--- config.mk ---
export PLATFORM = sky130hd
export DESIGN_NAME = primary_serial_port_tx
export DESIGN_NICKNAME = d
export VERILOG_FILES = /design/src/rtl/serial_tx_pkg.sv /design/src/rtl/ahb_reg_slave.sv /design/src/rtl/pin_sync.sv /design/src/rtl/primary_serial_port_tx.sv
export SDC_FILE = /design/constraint.sdc
export NUM_CORES = 1
export LEC_CHECK = 0
export BUFFER_PORTS_ARGS = -buffer_cell sky130_fd_sc_hd__buf_4
export CAP_MARGIN = 25
export CORE_MARGIN = 2
export CORE_UTILIZATION = 40
export CTS_CLUSTER_DIAMETER = 200
export CTS_CLUSTER_SIZE = 25
export DETAILED_ROUTE_END_ITERATION = 10
export HOLD_SLACK_MARGIN = 0.15
export PLACE_DENSITY = 0.68
export SYNTH_ARGS = -nofsm -noshare
export SYNTH_HDL_FRONTEND = slang
export SYNTH_HIERARCHICAL = 1
export SYNTH_SLANG_ARGS = --single-unit
--- constraint.sdc ---
create_clock -name clk -period 6.35 [get_ports clk]
set_input_delay 0.635 -clock clk [delete_from_list [all_inputs] [get_ports clk]]
set_output_delay 0.635 -clock clk [all_outputs]
set_load 0.02 [all_outputs]
--- src/rtl/serial_tx_pkg.sv ---
package serial_tx_pkg;

  // Register indices; the byte address on the bus is four times the index.
  localparam logic [7:0] IDX_PORT_FORMAT = 8'h1a;
  localparam logic [7:0] IDX_TX_FORMAT_CTRL = 8'h1b;
  localparam logic [7:0] IDX_TX_MSB_OFFSET = 8'h1c;
  localparam logic [7:0] IDX_TX_CHANNEL_PIN_SELECT = 8'h1d;
  localparam logic [7:0] IDX_PORT_MODE = 8'h30;
  localparam logic [7:0] IDX_PORT_STATUS = 8'h31;

  // Values after reset.
  localparam logic [7:0] RST_PORT_FORMAT = 8'h30;
  localparam logic [7:0] RST_TX_FORMAT_CTRL = 8'h00;
  localparam logic [7:0] RST_TX_MSB_OFFSET = 8'h00;
  localparam logic [7:0] RST_TX_CHANNEL_PIN_SELECT = 8'h00;
  localparam logic [7:0] RST_PORT_MODE = 8'h00;

  // Field positions in the port format register.
  localparam int POS_PROTOCOL_FORMAT = 6;
  localparam int POS_WORD_LENGTH = 4;
  localparam int POS_BIT_CLOCK_POLARITY = 2;

  // Field positions in the transmit format control register.
  localparam int POS_TX_LAUNCH_EDGE_INVERT = 7;
  localparam int POS_TX_UNUSED_FILL_HIZ = 6;
  localparam int POS_TX_LSB_HALF_PERIOD = 5;
  localparam int POS_TX_BUS_KEEPER_MODE = 3;
  localparam int POS_TX_USE_INTERNAL_FRAME_SYNC = 2;
  localparam int POS_TX_USE_INTERNAL_BIT_CLOCK = 1;
  localparam int POS_TDM_SYNC_PULSE_WIDTH = 0;

  // Width of the writable offset field; bits above it read as zero.
  localparam int TX_OFFSET_BITS = 5;

  // Clock cycles per half period of the internally generated bit clock.
  localparam int INT_BCLK_HALF_CYCLES = 4;

  // Stages of the pin input synchroniser.
  localparam int SYNC_STAGES = 3;

  // Protocol formats.
  localparam logic [1:0] FMT_TDM = 2'h0;
  localparam logic [1:0] FMT_I2S = 2'h1;
  localparam logic [1:0] FMT_LEFT_JUSTIFIED = 2'h2;

  // Bus keeper modes.
  localparam logic [1:0] KEEPER_OFF = 2'h0;
  localparam logic [1:0] KEEPER_ON = 2'h1;
  localparam logic [1:0] KEEPER_LSB_ONE = 2'h2;
  localparam logic [1:0] KEEPER_LSB_ONE_HALF = 2'h3;

  // Half-period edge counts that the keeper stays on after an LSB launch.
  localparam logic [1:0] KEEPER_HALVES_ONE = 2'h2;
  localparam logic [1:0] KEEPER_HALVES_ONE_HALF = 2'h3;

  // One pin seen from the design: driven level and output enable.
  typedef struct packed {
    logic o;
    logic oe;
  } pin_t;

  // One register access handed from the bus slave to the register file.
  typedef struct packed {
    logic wr;
    logic [7:0] idx;
    logic [7:0] wdata;
  } reg_req_t;

endpackage

--- src/rtl/ahb_reg_slave.sv ---
`timescale 1ns/1ns
module ahb_reg_slave import serial_tx_pkg::*; (
  input wire logic clk,
  input wire logic nrst,
  input wire logic hsel,
  input wire logic [31:0] haddr,
  input wire logic [1:0] htrans,
  input wire logic hwrite,
  input wire logic [2:0] hsize,
  input wire logic hready,
  input wire logic [31:0] hwdata,
  output logic [31:0] hrdata,
  output logic hreadyout,
  output logic hresp,
  output reg_req_t req,
  input wire logic [7:0] rdata
);

  logic pend_q;
  logic pend_wr_q;
  logic pend_ok_q;
  logic [7:0] pend_idx_q;
  logic take;

  // A transfer is taken when selected, active and the bus is ready.
  assign take = hsel && hready && htrans[1];

  // Address phase capture; every taken transfer gets one wait state.
  always_ff @(posedge clk or negedge nrst) begin
    if (!nrst) begin
      pend_q <= 1'b0;
      pend_wr_q <= 1'b0;
      pend_ok_q <= 1'b0;
      pend_idx_q <= 8'h00;
    end else begin
      pend_q <= take;
      if (take) begin
        pend_wr_q <= hwrite;
        pend_ok_q <= (haddr[31:10] == 22'h00_0000) && (haddr[1:0] == 2'h0)
          && (hsize == 3'h2);
        pend_idx_q <= haddr[9:2];
      end
    end
  end

  // Data phase request toward the register file; unmapped writes vanish.
  always_comb begin
    req.wr = pend_q && pend_wr_q && pend_ok_q;
    req.idx = pend_idx_q;
    req.wdata = hwdata[7:0];
  end

  // Ready drops for the wait state; read data is registered with it.
  always_ff @(posedge clk or negedge nrst) begin
    if (!nrst) begin
      hreadyout <= 1'b1;
      hrdata <= 32'h0000_0000;
      hresp <= 1'b0;
    end else begin
      hresp <= 1'b0;
      hreadyout <= !take;
      if (pend_q && !pend_wr_q) begin
        hrdata <= pend_ok_q ? {24'h00_0000, rdata} : 32'h0000_0000;
      end
    end
  end

endmodule

--- src/rtl/pin_sync.sv ---
`timescale 1ns/1ns
module pin_sync import serial_tx_pkg::*; #(
  parameter int WIDTH = 1
) (
  input wire logic clk,
  input wire logic nrst,
  input wire logic [WIDTH-1:0] pin_in,
  output logic [WIDTH-1:0] level
);

  logic [WIDTH-1:0] s1_q;
  logic [WIDTH-1:0] s2_q;
  logic [WIDTH-1:0] s3_q;

  initial begin
    if (WIDTH < 1) begin
      $error("pin_sync needs at least one bit");
    end
  end

  // Three stages; the first stage is read by the second alone.
  always_ff @(posedge clk or negedge nrst) begin
    if (!nrst) begin
      s1_q <= '0;
      s2_q <= '0;
      s3_q <= '0;
    end else begin
      s1_q <= pin_in;
      s2_q <= s1_q;
      s3_q <= s2_q;
    end
  end

  // A bit takes its new level only once the second and third stages agree.
  always_ff @(posedge clk or negedge nrst) begin
    if (!nrst) begin
      level <= '0;
    end else begin
      for (int i = 0; i < WIDTH; i++) begin
        if (s2_q[i] == s3_q[i]) begin
          level[i] <= s3_q[i];
        end
      end
    end
  end

endmodule

--- src/rtl/primary_serial_port_tx.sv ---
// What this block does
// Launch edge default, or opposite half later.
// Unused bits drive zero or float.
// LSB full period, or half then float.
// Keeper off, on, one, or 1.5 periods.
// Controller mode may use internal frame sync.
// Controller mode may use internal bit clock.
// TDM controller sync pulse one or two.
// Slot-0 MSB delayed by 0 to 31.
// Zero offset keeps standard MSB position.
// Each channel routed to primary or secondary.
// Offset register upper three bits read zero.
// Transmit registers reset to zero.
// Format codes TDM, I2S, left-justified; 3 reserved.
// Word length 16, 20, 24 or 32.
// Clock polarity standard or inverted, edge follows.
//
// Our own choice: register access over AHB-Lite.
`timescale 1ns/1ns
module primary_serial_port_tx import serial_tx_pkg::*; #(
  parameter int BCLK_HALF_CYCLES = INT_BCLK_HALF_CYCLES
) (
  input wire logic clk,
  input wire logic nrst,
  input wire logic hsel,
  input wire logic [31:0] haddr,
  input wire logic [1:0] htrans,
  input wire logic hwrite,
  input wire logic [2:0] hsize,
  input wire logic hready,
  input wire logic [31:0] hwdata,
  output logic [31:0] hrdata,
  output logic hreadyout,
  output logic hresp,
  input wire logic ext_bit_clock,
  input wire logic ext_frame_sync,
  input wire logic [7:0][31:0] chan_data,
  output pin_t primary_data_out,
  output pin_t secondary_data_out,
  output logic bus_keeper_en,
  output pin_t bit_clock_out,
  output pin_t frame_sync_out
);

  initial begin
    if (BCLK_HALF_CYCLES < 1 || BCLK_HALF_CYCLES > 255) begin
      $error("BCLK_HALF_CYCLES must lie in 1 to 255");
    end
  end

  reg_req_t req;
  logic [7:0] rdata;
  logic [7:0] port_format_q;
  logic [7:0] tx_format_ctrl_q;
  logic [TX_OFFSET_BITS-1:0] tx_slot0_msb_offset_q;
  logic [7:0] tx_channel_pin_select_q;
  logic controller_mode_q;

  ahb_reg_slave u_bus (
    .clk(clk),
    .nrst(nrst),
    .hsel(hsel),
    .haddr(haddr),
    .htrans(htrans),
    .hwrite(hwrite),
    .hsize(hsize),
    .hready(hready),
    .hwdata(hwdata),
    .hrdata(hrdata),
    .hreadyout(hreadyout),
    .hresp(hresp),
    .req(req),
    .rdata(rdata)
  );

  // Register file writes; only the low five offset bits are stored.
  always_ff @(posedge clk or negedge nrst) begin
    if (!nrst) begin
      port_format_q <= RST_PORT_FORMAT;
      tx_format_ctrl_q <= RST_TX_FORMAT_CTRL;
      tx_slot0_msb_offset_q <= RST_TX_MSB_OFFSET[TX_OFFSET_BITS-1:0];
      tx_channel_pin_select_q <= RST_TX_CHANNEL_PIN_SELECT;
      controller_mode_q <= RST_PORT_MODE[0];
    end else if (req.wr) begin
      unique case (req.idx)
        IDX_PORT_FORMAT: port_format_q <= req.wdata & 8'hf4;
        IDX_TX_FORMAT_CTRL: tx_format_ctrl_q <= req.wdata;
        IDX_TX_MSB_OFFSET: tx_slot0_msb_offset_q <= req.wdata[TX_OFFSET_BITS-1:0];
        IDX_TX_CHANNEL_PIN_SELECT: tx_channel_pin_select_q <= req.wdata;
        IDX_PORT_MODE: controller_mode_q <= req.wdata[0];
        default: ;
      endcase
    end
  end

  // Field decode.
  logic [1:0] protocol_format;
  logic [1:0] word_length;
  logic bit_clock_polarity;
  logic tx_launch_edge_invert;
  logic tx_unused_fill_hiz;
  logic tx_lsb_half_period;
  logic [1:0] tx_bus_keeper_mode;
  logic tx_use_internal_frame_sync;
  logic tx_use_internal_bit_clock;
  logic tdm_sync_pulse_width;

  assign protocol_format = port_format_q[POS_PROTOCOL_FORMAT +: 2];
  assign word_length = port_format_q[POS_WORD_LENGTH +: 2];
  assign bit_clock_polarity = port_format_q[POS_BIT_CLOCK_POLARITY];
  assign tx_launch_edge_invert = tx_format_ctrl_q[POS_TX_LAUNCH_EDGE_INVERT];
  assign tx_unused_fill_hiz = tx_format_ctrl_q[POS_TX_UNUSED_FILL_HIZ];
  assign tx_lsb_half_period = tx_format_ctrl_q[POS_TX_LSB_HALF_PERIOD];
  assign tx_bus_keeper_mode = tx_format_ctrl_q[POS_TX_BUS_KEEPER_MODE +: 2];
  assign tx_use_internal_frame_sync = tx_format_ctrl_q[POS_TX_USE_INTERNAL_FRAME_SYNC];
  assign tx_use_internal_bit_clock = tx_format_ctrl_q[POS_TX_USE_INTERNAL_BIT_CLOCK];
  assign tdm_sync_pulse_width = tx_format_ctrl_q[POS_TDM_SYNC_PULSE_WIDTH];

  // Last bit index of a word for the selected word length.
  function automatic logic [4:0] word_last(input logic [1:0] code);
    unique case (code)
      2'h0: word_last = 5'h0f;
      2'h1: word_last = 5'h13;
      2'h2: word_last = 5'h17;
      2'h3: word_last = 5'h1f;
    endcase
  endfunction

  logic [4:0] wlast;
  assign wlast = word_last(word_length);

  // Pin inputs pass the three-stage synchroniser.
  logic ext_bclk_f;
  logic ext_fs_f;

  pin_sync #(.WIDTH(2)) u_sync (
    .clk(clk),
    .nrst(nrst),
    .pin_in({ext_bit_clock, ext_frame_sync}),
    .level({ext_bclk_f, ext_fs_f})
  );

  // Internal bit clock divider and frame sync generator for controller mode.
  logic [7:0] div_q;
  logic int_bclk_q;
  logic int_fs_q;
  logic [8:0] int_cnt_q;
  logic [8:0] frame_last;
  logic [8:0] wlen9;
  logic int_fall;

  assign wlen9 = {4'h0, wlast} + 9'h001;
  assign frame_last = (protocol_format == FMT_TDM) ? 9'((wlen9 << 3) - 9'h001)
    : 9'((wlen9 << 1) - 9'h001);
  assign int_fall = int_bclk_q && (div_q == 8'(BCLK_HALF_CYCLES - 1));

  always_ff @(posedge clk or negedge nrst) begin
    if (!nrst) begin
      div_q <= 8'h00;
      int_bclk_q <= 1'b0;
    end else if (!controller_mode_q) begin
      div_q <= 8'h00;
      int_bclk_q <= 1'b0;
    end else if (div_q == 8'(BCLK_HALF_CYCLES - 1)) begin
      div_q <= 8'h00;
      int_bclk_q <= !int_bclk_q;
    end else begin
      div_q <= div_q + 8'h01;
    end
  end

  // Frame counter moves once per internal bit clock period.
  always_ff @(posedge clk or negedge nrst) begin
    if (!nrst) begin
      int_cnt_q <= 9'h000;
      int_fs_q <= 1'b0;
    end else if (!controller_mode_q) begin
      int_cnt_q <= 9'h000;
      int_fs_q <= 1'b0;
    end else if (int_fall) begin
      int_cnt_q <= (int_cnt_q >= frame_last) ? 9'h000 : int_cnt_q + 9'h001;
      unique case (protocol_format)
        FMT_TDM: int_fs_q <= (int_cnt_q >= frame_last)
          || (tdm_sync_pulse_width && int_cnt_q == 9'h000);
        FMT_I2S: int_fs_q <= (int_cnt_q + 9'h001 >= wlen9) && (int_cnt_q < frame_last);
        FMT_LEFT_JUSTIFIED: int_fs_q <= (int_cnt_q >= frame_last)
          || (int_cnt_q + 9'h001 < wlen9);
        default: int_fs_q <= 1'b0;
      endcase
    end
  end

  // Clock and sync pins are driven only when the internal source is chosen.
  always_ff @(posedge clk or negedge nrst) begin
    if (!nrst) begin
      bit_clock_out <= '0;
      frame_sync_out <= '0;
    end else begin
      bit_clock_out.o <= int_bclk_q ^ bit_clock_polarity;
      bit_clock_out.oe <= controller_mode_q && tx_use_internal_bit_clock;
      frame_sync_out.o <= int_fs_q;
      frame_sync_out.oe <= controller_mode_q && tx_use_internal_frame_sync;
    end
  end

  // Timing source selection and edge finding on the sampled bit clock.
  logic sel_bclk;
  logic sel_fs;
  logic eff_prev_q;
  logic eff_bclk;
  logic rise;
  logic fall;
  logic launch;
  logic opposite;

  assign sel_bclk = (controller_mode_q && tx_use_internal_bit_clock) ? int_bclk_q
    : ext_bclk_f;
  assign sel_fs = (controller_mode_q && tx_use_internal_frame_sync) ? int_fs_q
    : ext_fs_f;
  assign eff_bclk = sel_bclk ^ bit_clock_polarity;
  assign rise = !eff_prev_q && eff_bclk;
  assign fall = eff_prev_q && !eff_bclk;
  assign launch = tx_launch_edge_invert ? rise : fall;
  assign opposite = tx_launch_edge_invert ? fall : rise;

  always_ff @(posedge clk or negedge nrst) begin
    if (!nrst) begin
      eff_prev_q <= 1'b0;
    end else begin
      eff_prev_q <= eff_bclk;
    end
  end

  // Frame sync is sampled on the rising edge of the effective bit clock to find frame and half starts.
  logic fs_prev_q;
  logic start;
  logic start_half;

  always_comb begin
    start = 1'b0;
    start_half = 1'b0;
    if (rise) begin
      unique case (protocol_format)
        FMT_TDM: start = sel_fs && !fs_prev_q;
        FMT_I2S: begin
          start = sel_fs != fs_prev_q;
          start_half = sel_fs;
        end
        FMT_LEFT_JUSTIFIED: begin
          start = sel_fs != fs_prev_q;
          start_half = !sel_fs;
        end
        default: start = 1'b0;
      endcase
    end
  end

  always_ff @(posedge clk or negedge nrst) begin
    if (!nrst) begin
      fs_prev_q <= 1'b0;
    end else if (rise) begin
      fs_prev_q <= sel_fs;
    end
  end

  // Bit position tracking within a frame or half frame.
  logic active_q;
  logic half_q;
  logic [5:0] wait_q;
  logic [4:0] bit_q;
  logic [2:0] slot_q;
  logic [2:0] slot_last;
  logic [2:0] chan;
  logic data_now;
  logic is_lsb;

  assign slot_last = (protocol_format == FMT_TDM) ? 3'h7 : 3'h3;
  assign chan = (protocol_format == FMT_TDM) ? slot_q : {slot_q[1:0], half_q};
  assign data_now = active_q && (wait_q == 6'h00);
  assign is_lsb = bit_q == wlast;

  always_ff @(posedge clk or negedge nrst) begin
    if (!nrst) begin
      active_q <= 1'b0;
      half_q <= 1'b0;
      wait_q <= 6'h00;
      bit_q <= 5'h00;
      slot_q <= 3'h0;
    end else if (start) begin
      active_q <= 1'b1;
      half_q <= start_half;
      wait_q <= {1'b0, tx_slot0_msb_offset_q}
        + ((protocol_format == FMT_I2S) ? 6'h01 : 6'h00);
      bit_q <= 5'h00;
      slot_q <= 3'h0;
    end else if (launch && active_q) begin
      if (wait_q != 6'h00) begin
        wait_q <= wait_q - 6'h01;
      end else if (is_lsb) begin
        bit_q <= 5'h00;
        if (slot_q == slot_last) begin
          active_q <= 1'b0;
        end else begin
          slot_q <= slot_q + 3'h1;
        end
      end else begin
        bit_q <= bit_q + 5'h01;
      end
    end
  end

  // Data pins: channel bit on its selected pin, fill on the other.
  logic to_sec;
  logic data_bit;
  logic lsb_q;
  logic lsb_sec_q;

  assign to_sec = tx_channel_pin_select_q[chan];
  assign data_bit = chan_data[chan][5'h1f - bit_q];

  always_ff @(posedge clk or negedge nrst) begin
    if (!nrst) begin
      primary_data_out <= '0;
      secondary_data_out <= '0;
      lsb_q <= 1'b0;
      lsb_sec_q <= 1'b0;
    end else if (launch) begin
      primary_data_out.o <= 1'b0;
      primary_data_out.oe <= !tx_unused_fill_hiz;
      secondary_data_out.o <= 1'b0;
      secondary_data_out.oe <= !tx_unused_fill_hiz;
      lsb_q <= data_now && is_lsb;
      lsb_sec_q <= to_sec;
      if (data_now && !start) begin
        if (to_sec) begin
          secondary_data_out.o <= data_bit;
          secondary_data_out.oe <= 1'b1;
        end else begin
          primary_data_out.o <= data_bit;
          primary_data_out.oe <= 1'b1;
        end
      end
    end else if (opposite && lsb_q && tx_lsb_half_period) begin
      if (lsb_sec_q) begin
        secondary_data_out.oe <= 1'b0;
      end else begin
        primary_data_out.oe <= 1'b0;
      end
    end
  end

  // Keeper window counted in half periods from the LSB launch.
  logic [1:0] keep_cnt_q;

  always_ff @(posedge clk or negedge nrst) begin
    if (!nrst) begin
      keep_cnt_q <= 2'h0;
      bus_keeper_en <= 1'b0;
    end else begin
      bus_keeper_en <= (tx_bus_keeper_mode == KEEPER_ON) || (keep_cnt_q != 2'h0);
      if (launch && data_now && is_lsb && !start) begin
        unique case (tx_bus_keeper_mode)
          KEEPER_LSB_ONE: keep_cnt_q <= KEEPER_HALVES_ONE;
          KEEPER_LSB_ONE_HALF: keep_cnt_q <= KEEPER_HALVES_ONE_HALF;
          default: keep_cnt_q <= 2'h0;
        endcase
      end else if ((launch || opposite) && keep_cnt_q != 2'h0) begin
        keep_cnt_q <= keep_cnt_q - 2'h1;
      end
    end
  end

  // Read mux; the offset register shows zeros above its field.
  always_comb begin
    unique case (req.idx)
      IDX_PORT_FORMAT: rdata = port_format_q;
      IDX_TX_FORMAT_CTRL: rdata = tx_format_ctrl_q;
      IDX_TX_MSB_OFFSET: rdata = {3'h0, tx_slot0_msb_offset_q};
      IDX_TX_CHANNEL_PIN_SELECT: rdata = tx_channel_pin_select_q;
      IDX_PORT_MODE: rdata = {7'h00, controller_mode_q};
      IDX_PORT_STATUS: rdata = {active_q, half_q, slot_q, sel_bclk, sel_fs, data_now};
      default: rdata = 8'h00;
    endcase
  end

endmodule

* Word-level counts from Yosys, hierarchy flattened
Cells that the tools add are included.
Widths: inputs -> output; s select.
** Word-level totals
- Register bits after elaboration :: 129
- Input port bits :: 332
** Operators by class
- $add $sub $neg :: 11
- $lt $le $gt $ge :: 6
- Equal/unequal tests :: 26
- Muxes and demuxes :: 61
- Bitwise gates (word level) :: 2
- Reduce and logical (&&, ||, !) cells :: 65
** Operator list (number)
- $bmux 32 s3 :: 1
- $pmux 8 s6 :: 1
- $mux 9 :: 4
- $eq 8x5->1 const B :: 4
- $mux 32 :: 1
- $logic_and 1x1->1 :: 25
- $mux 1 :: 24
- $mux 8 :: 3
- $logic_not 22->1 :: 1
- $mux 3 :: 7
- $mux 5 :: 4
- $pmux 5 s4 :: 1
- $mux 6 :: 3
- $reduce_and 2->1 :: 9
- $eq 8x6->1 const B :: 2
- $reduce_bool 2->1 :: 8
- $mux 2 :: 6
- $eq 2x2->1 const B :: 5
- $add 9x1->9 const B :: 1
- $ge 9x6->1 :: 1
- $ge 9x9->1 :: 1
- $logic_not 1->1 :: 9
- $logic_not 9->1 :: 1
- $lt 9x6->1 :: 1
- other kinds (34) :: 48

* Logic depth before layout (Yosys ltp)
Gate-level depths: netlist of the first run.
- Depth in word-level cells :: 10
- Gate-level depth with buffers :: 16
- Mapped depth without buffers :: 13

* Hierarchy
Netlist of the first run, hierarchy kept.
** Modules (own cells, without submodules)
- primary_serial_port_tx :: times used 1, cells an instance 846, area an instance 8301.7 um2, sequential area each 1929.4 um2
- ahb_reg_slave :: times used 1, cells an instance 105, area an instance 1121.1 um2, sequential area each 501.7 um2
- pin_sync :: times used 1, cells an instance 10, area an instance 222.7 um2, sequential area each 200.2 um2

* Worst setup path before layout of the first run
Ideal clock, no wire load.
- Kind :: reg2reg
- Start point :: register port_format_q[6]
- End point :: register int_cnt_q[6]
- Setup time :: 0.083 ns
- Arrival :: 3.484 ns
- Required time :: 6.267 ns
- Path slack :: 2.784 ns
- Cell stages (with the launch flop) :: 17
- Period minus slack after synthesis :: 3.566 ns
- Cell sequence :: dfrtp_1 inv_1 ha_1 clkbuf_1 clkbuf_1 buf_1 mux2_2 ha_1 a21oi_1 o221ai_1 o211ai_1 nand2b_1 or4b_1 clkbuf_1 inv_1 nand2_1 o21ai_0
** On the way
- Word-level cells in the longest chain between the ends :: 6
** Ends and longest elaborated chain
- start, declared :: line primary_serial_port_tx.sv:53 : logic [7:0] port_format_q;
- start signal, assigned :: line primary_serial_port_tx.sv:86 : IDX_PORT_FORMAT: port_format_q <= req.wdata & 8'hf4;
- $logic_not 2->1 :: line primary_serial_port_tx.sv:153 : assign frame_last = (protocol_format == FMT_TDM) ? 9'((wlen9 << 3) - 9'h001)
- $mux 9 :: line primary_serial_port_tx.sv:153
- $ge 9x9->1 :: line primary_serial_port_tx.sv:181 : int_cnt_q <= (int_cnt_q >= frame_last) ? 9'h000 : int_cnt_q + 9'h001;
- $mux 9 :: line primary_serial_port_tx.sv:181
- $mux 9 :: line primary_serial_port_tx.sv:180 : end else if (int_fall) begin
- $mux 9 :: line primary_serial_port_tx.sv:177 : end else if (!controller_mode_q) begin
- end signal, assigned :: line primary_serial_port_tx.sv:181
- end, declared :: line primary_serial_port_tx.sv:147 : logic [8:0] int_cnt_q;
No other way between the ends. The select of a mux whose other input is x is not followed.
A chain may end at the register's enable or synchronous reset.

* Final worst setup path of the first run
- Start point :: register slot_q[0]
- End point :: register primary_data_out[1] in the netlist's numbering
** On the way
- Word-level cells in the longest chain between the ends :: 7
- Elaborated cells on any way between the ends :: 9
- Those cells by class :: 9 x mux
** Ends and longest elaborated chain
- start, declared :: line primary_serial_port_tx.sv:271 : logic [2:0] slot_q;
- start signal, assigned :: line primary_serial_port_tx.sv:304 : slot_q <= slot_q + 3'h1;
- $mux 3 (*) :: line primary_serial_port_tx.sv:278 : assign chan = (protocol_format == FMT_TDM) ? slot_q : {slot_q[1:0], half_q};
- $bmux 32 s3 :: line primary_serial_port_tx.sv:319 : assign data_bit = chan_data[chan][5'h1f - bit_q];
- $mux 32 (implied by the code) :: line primary_serial_port_tx.sv:319
- $bmux 1 s5 :: line primary_serial_port_tx.sv:319
- $mux 1 (implied by the code) :: line primary_serial_port_tx.sv:319
- $mux 2 (*) :: line primary_serial_port_tx.sv:335 : if (to_sec) begin
- $mux 2 (*) :: line primary_serial_port_tx.sv:334 : if (data_now && !start) begin
- end, declared :: line primary_serial_port_tx.sv:38 : output pin_t primary_data_out,
Every way passes the cells marked *; elsewhere a longest branch is shown, timed or not. The select of a mux whose other input is x is not followed.

==> results of run 1 <==
==> routing by layer <==
| layer | vias to the layer above | wire length (µm) | global-route usage |
|---|---|---|---|
| met5 | - | 0 | 0 |
| met4 | 0 | 1320 | 0.104 |
| met3 | 63 | 2050 | 0.0511 |
| met2 | 401 | 16200 | 0.434 |
| met1 | 4435 | 13400 | 0.314 |
| li1 | 4130 | - | - |
==> cells in the final DEF (no fill, tap or decap), types with 5 or more instances in the layout <==
cell,instances
nor3b_1,7
inv_1,22
nor2b_1,15
mux2_2,36
mux2i_1,55
a211oi_1,10
a311oi_1,5
buf_4,334
mux4_1,5
xor2_1,16
a32oi_1,5
conb_1,25
nand2b_1,11
mux2_4,7
ha_1,31
nand2_1,143
nor4_1,8
o22ai_1,8
nor3_1,14
nand3_1,39
a221o_1,7
diode_2,6
nand4_1,8
o21ai_0,30
a221oi_1,8
a22oi_1,7
nor2_1,43
and2_1,9
a21oi_1,27
mux4_2,76
a31oi_1,9
dfrtp_1,99
clkbuf_16,9
a22o_1,6
and3_1,12
xnor2_1,15
==> sequential cells by signal, summed over array words and instances, names as in the netlist, 2 cells and up <==
name / cells
tx_slot0_msb_offset_q: 5
keep_cnt_q: 2
u_sync/s3_q: 2
tx_channel_pin_select_q: 8
slot_q: 3
secondary_data_out: 2
u_sync/level: 2
primary_data_out: 2
wait_q: 6
u_sync/s1_q: 2
bit_q: 5
tx_format_ctrl_q: 8
int_cnt_q: 9
port_format_q: 5
frame_sync_out: 2
u_bus/hrdata: 8
bit_clock_out: 2
u_bus/pend_idx_q: 8
u_sync/s2_q: 2
div_q: 8
==> stage by stage <==
| stage | hold slack (ns) | total power (µW) |
|---|---|---|
| floorplan | 0.331 | 1460 |
| global placement | 0.336 | 1790 |
| detailed placement | 0.335 | 1810 |
| CTS | 0.287 | 2350 |
| global route | 0.322 | 2460 |
| finish | 0.279 | 2320 |
==> cell type report <==
class	count	area (µm²)
fillers	2165	11100
multi-input cells	760	6470
flip-flops and latches	105	2640
repair buffers	335	2520
well taps	319	399
clock buffers	10	239
inverters	22	82.6
clock inverters	5	38.8
diodes	6	15.0
==> final timing paths <==
check	from	end
min reg2reg	u_sync/s1_q[0]	u_sync/s2_q[0]
max in group asynchronous	nrst	slot_q[0]
min in group clk	u_sync/s1_q[0]	u_sync/s2_q[0]
max	slot_q[0]	primary_data_out[1]
min	nrst	u_bus/pend_idx_q[4]
max reg2reg	slot_q[0]	primary_data_out[1]
==> cells in the mapped netlist (all sizes together) (16+ instances only) <==
library cell / instances
buf: 64
mux2i: 58
mux4: 81
o21ai: 30
mux2: 43
xor2: 16
nand3: 40
dfrtp: 102
nand2: 143
ha: 31
a21oi: 28
inv: 22
nor2: 44
clkbuf: 34
==> cell families after synthesis <==
group                    count (synthesis)
AO/OA/AOI/OAI                          153
AND/OR/NAND/NOR                        336
multiplexers                           182
XOR/XNOR                                31
adder cells (fa/ha/maj)                 33
buffers and inverters                  120
flip-flops                             105
other                                    1
==> worst reg2reg max path, stage by stage (launching register included) <==
cell,delay (ns)
dfrtp_4,0.98
buf_4,0.74
nand2_1,0.30
nand2_1,0.47
mux2i_1,0.30
nor3_1,0.08
or4b_4,0.53
o221ai_2,0.18
o32ai_2,0.14
a32o_1,0.28
==> power by group <==
part           switching, µW  internal (µW)
Combinational            472            501
Clock                    251            278
Sequential              91.0            732
==> results.cfg, run 1 <==
[yosys]
yosys.cell_types.count = 76
synth_edf_count = 0
yosys-top-cells-area = dfrtp_1 (26%), mux4_2 (18%), mux2i_1 (5.9%)
seq_area_frac_synth = 0.273
syn_avg_cell_area_um2 = 10.0
synth_simple_gate_area_frac = 0.171
synth-adder-area-share = 0.0425
ys_ff_latch = 105
synth_top_area_cell = dfrtp_1
synth_xor_area_frac = 0.0281
yosysWarnings = 6
synthCells = 961
netlist_area_mm2 = 0.00965
synth_top_area_frac = 0.265
synth_mux_area_frac = 0.305
synth-compound-area-share = 0.112
synth_flop_cell = dfrtp_1
synth_top_family_by_area = multiplexers
synthArstFlopShare = 1.00

[clock_network]
worstSkewPairLatency_ns = 0.35
cts_inserted_buffers = 9
cts_setup_buffers = 0
cts_buffer_depth = 2
hold_buffers = 0
htreeDepth = 3
cts_tree = built
cts_resized = 0
clock-sinks = 105
path_clk_slew_ns = 0.07
clock-root-buffer = clkbuf_16

[critical_path]
cp-start-kind = flip-flop
endpoint_kind = flip-flop
slowest_delay_ns = 0.98
cp_max_fo = 53
rrSetupSlack_ns = 2.25
cp.required_ns = 6.60
critPathArrivalTime_ns = 4.34
critical_path_class = flip-flop to flip-flop
crit_top_cell = nand2_1
worst-path-stages = 9
crit_buf_inv = 1
crit_chain = buf_4, nand2_1, nand2_1, mux2i_1, nor3_1, or4b_4, o221ai_2, o32ai_2, a32o_1
cp_slowest_cell = dfrtp_4
reg2reg_depth = 9
path_delay_family = simple AND/OR/NAND/NOR gates

[timing]
finalClockSkew_ns = 0.00854
fmax_mhz = 244
slew_headroom = 0.327
fin_crit_ns = 4.10
period_share = 0.645
setup_viol = 0
slew_viol_final = 0
rsz0062_at_grt = false
worst_slack_ns = 2.25
worst_slew_pin_slew_ns = 0.988
finalHoldViolCount = 0
setup_tns_ns = 0

[routing]
first_iter_violations = 696
vias = 9029
drc = 0
drtPass1Iterations = 5
wl_mm = 32.9
ant_nets = 0
wire_per_inst_um = 21.1
via_per_inst = 5.78

[floorplanning]
pin_count = 375
die-height_um = 159
rows = 56
core_area_mm2 = 0.0235
initial_core_util = 0.410
die_area_mm2 = 0.0254
dieWidth_um = 159

[place]
place_ws_ns = 2.20
port_buffers = 324
place_area_mm2 = 0.0121
gp_congestion = 0.872
dpl.hpwl_mm = 25.7
place_inst = 1541

[hold_path]
hold_class = primary input to async pin

[grt]
antenna_found_initial = 6
grt_pass1_vias = 9188
grt_pass1_wl_mm = 51.0
overflow = 0
gr-usage-all-layers = 0.254
grt_max_degree = 61

[pwr]
ir_drop_mv = 0.190
power_density_mw_per_mm2 = 187
p_leak_uw = 0.00544

[job]
cap_violations = 0

[finish]
areaGrowthSynthToFinish_pct = 28.6
layout-drive-gt1-share = 0.401
fin_util = 0.527
stdcell_area_mm2 = 0.0124
num-nets-final = 1596
instances_no_fill = 1562

[status]
run_status = complete, no violations
(Power assumes the default switching activity.)
==> run 2, diff against run 1 <==
Settings changed: PLACE_DENSITY 0.68 to 0.7.
Clock period 6.35 ns to 3.4 ns, I/O delays scaled along.
==> results.cfg, run 2 (synthesis gave the netlist of run 1 again) <==
[routing]
drc = 0
drtPass1Iterations = 5
ant_nets = 0
wl_mm = 33.5
first_iter_violations = 906
via_per_inst = 5.76
vias = 9181
wire_per_inst_um = 21.0

[finish]
layout-drive-gt1-share = 0.414
fillers = 2187
final_common_cell = buf_4
top_register = int_cnt_q
num-nets-final = 1628
final_cell_mix = buf_4 (359), nand2_1 (143), dfrtp_1 (99)
instances_no_fill = 1595
largest_reg_flops = 9
areaGrowthSynthToFinish_pct = 32.2

[floorplanning]
core_area_mm2 = 0.0235
rows = 56
initial_core_util = 0.410
die_area_mm2 = 0.0254
die-height_um = 159
pin_count = 375
dieWidth_um = 159

[pwr]
p_leak_uw = 0.00563
ir_drop_mv = 0.453
p_total_uw = 4560
power_density_mw_per_mm2 = 357

[critical_path]
reg2reg_depth = 10
rrSetupSlack_ns = 0.16
cp-start-kind = flip-flop
cp.required_ns = 3.68
cp_max_fo = 8
worstSetupStartpoint = port_format_q[6]
cp-endpoint = primary_data_out[1]
r2r_end = primary_data_out[1]
critPathArrivalTime_ns = 3.53
worstReg2RegStart = port_format_q[6]
endpoint_kind = flip-flop
critical_path_class = flip-flop to flip-flop

[place]
port_buffers = 324
gp_congestion = 0.902
place_inst = 1570
dpl.hpwl_mm = 26.8

[clock_network]
clock-root-buffer = clkbuf_16
path_clk_slew_ns = 0.07
htreeDepth = 3
worstSkewPairLatency_ns = 0.35
cts_buffer_depth = 2
clock-sinks = 105
cts_tree = built
cts_inserted_buffers = 9
cts_setup_buffers = 0

[timing]
finalHoldViolCount = 0
rsz0062_at_grt = false
setup_tns_ns = 0
whs_ns = 0.226
fmax_mhz = 308
setup_viol = 0
period_share = 0.954
worst_slew_pin_slew_ns = 0.782
slew_headroom = 0.478
slew_viol_final = 0
fin_crit_ns = 3.24
finalClockSkew_ns = 0.00779

[grt]
grt_max_degree = 60
gr-usage-all-layers = 0.259
overflow = 0
grt_pass1_vias = 9321
grt_pass1_wl_mm = 52.1
antenna_found_initial = 7

[status]
run_status = complete, no violations

[hold_path]
hold_class = primary input to flip-flop

[job]
cap_violations = 0
[run 2: layout make-up]
cell class	count	area [µm²]	share of cell area
antenna	7	17.5	0.00137
clock buffer	13	280	0.0220
clock inverter	2	35.0	0.00275
inverter	22	82.6	0.00648
multi-input combinational	760	6470	0.508
sequential	105	2640	0.207
tap	319	399	0.0313
timing repair buffer	367	2830	0.222
[run 2: critical path: stages (launching register included)]
cell and delay, ns:
dfrtp_1 0.38, inv_1 0.11, ha_1 0.23, mux2_4 0.39, or2b_1 0.25, o22ai_1 0.08
or4b_2 0.65, a41o_1 0.30, nor3b_1 0.16, o32ai_2 0.39, a32o_1 0.23
[run 2: timing repair]
item                                    in CTS  in global routing
endpoints found under the hold margin       59                  0
hold buffers                                 3                  0
resized for setup                            0                  1
endpoints found under the setup margin       0                  3
[run 2: power breakdown]
group / total, µW / switching (µW) / leakage [µW] / internal (µW)
combinational: 1950 / 943 / 0.00411 / 1010
clock: 1100 / 450 / 0.000158 / 647
sequential: 1510 / 138 / 0.00136 / 1370
total: 4560 / 1530 / 0.00563 / 3020
[run 2: worst min-delay path by stage]
stage              startpoint             endpoint  slack, ns  cells after the start
3_5_place_dp   u_sync/s1_q[1]       u_sync/s2_q[1]       0.33                      0
4_1_cts              haddr[6]  u_bus/pend_idx_q[4]       0.22                      2
6_report               hwrite      u_bus/pend_wr_q       0.23                      2
5_1_grt              haddr[8]  u_bus/pend_idx_q[6]       0.21                      2
3_3_place_gp   u_sync/s1_q[1]       u_sync/s2_q[1]       0.34                      0
2_1_floorplan            nrst             active_q       0.04                      0
[run 2: layer usage]
metal / track usage / wire (µm) / vias to the layer above
li1: - / - / 4185
met1: 0.324 / 13100 / 4454
met2: 0.435 / 16500 / 453
met3: 0.0490 / 2390 / 89
met4: 0.124 / 1410 / 0
met5: 0 / 0 / -
[run 2: metrics by stage]
stage / util / worst slack [ns] / area (µm²)
3_3_place_gp: 0.526 / 0.224 / 12400
6_report: 0.542 / 0.158 / 12700
5_1_grt: 0.542 / 0.0568 / 12700
2_1_floorplan: - / 0.0430 / 9740
3_5_place_dp: 0.526 / 0.135 / 12400
4_1_cts: 0.541 / 0.124 / 12700
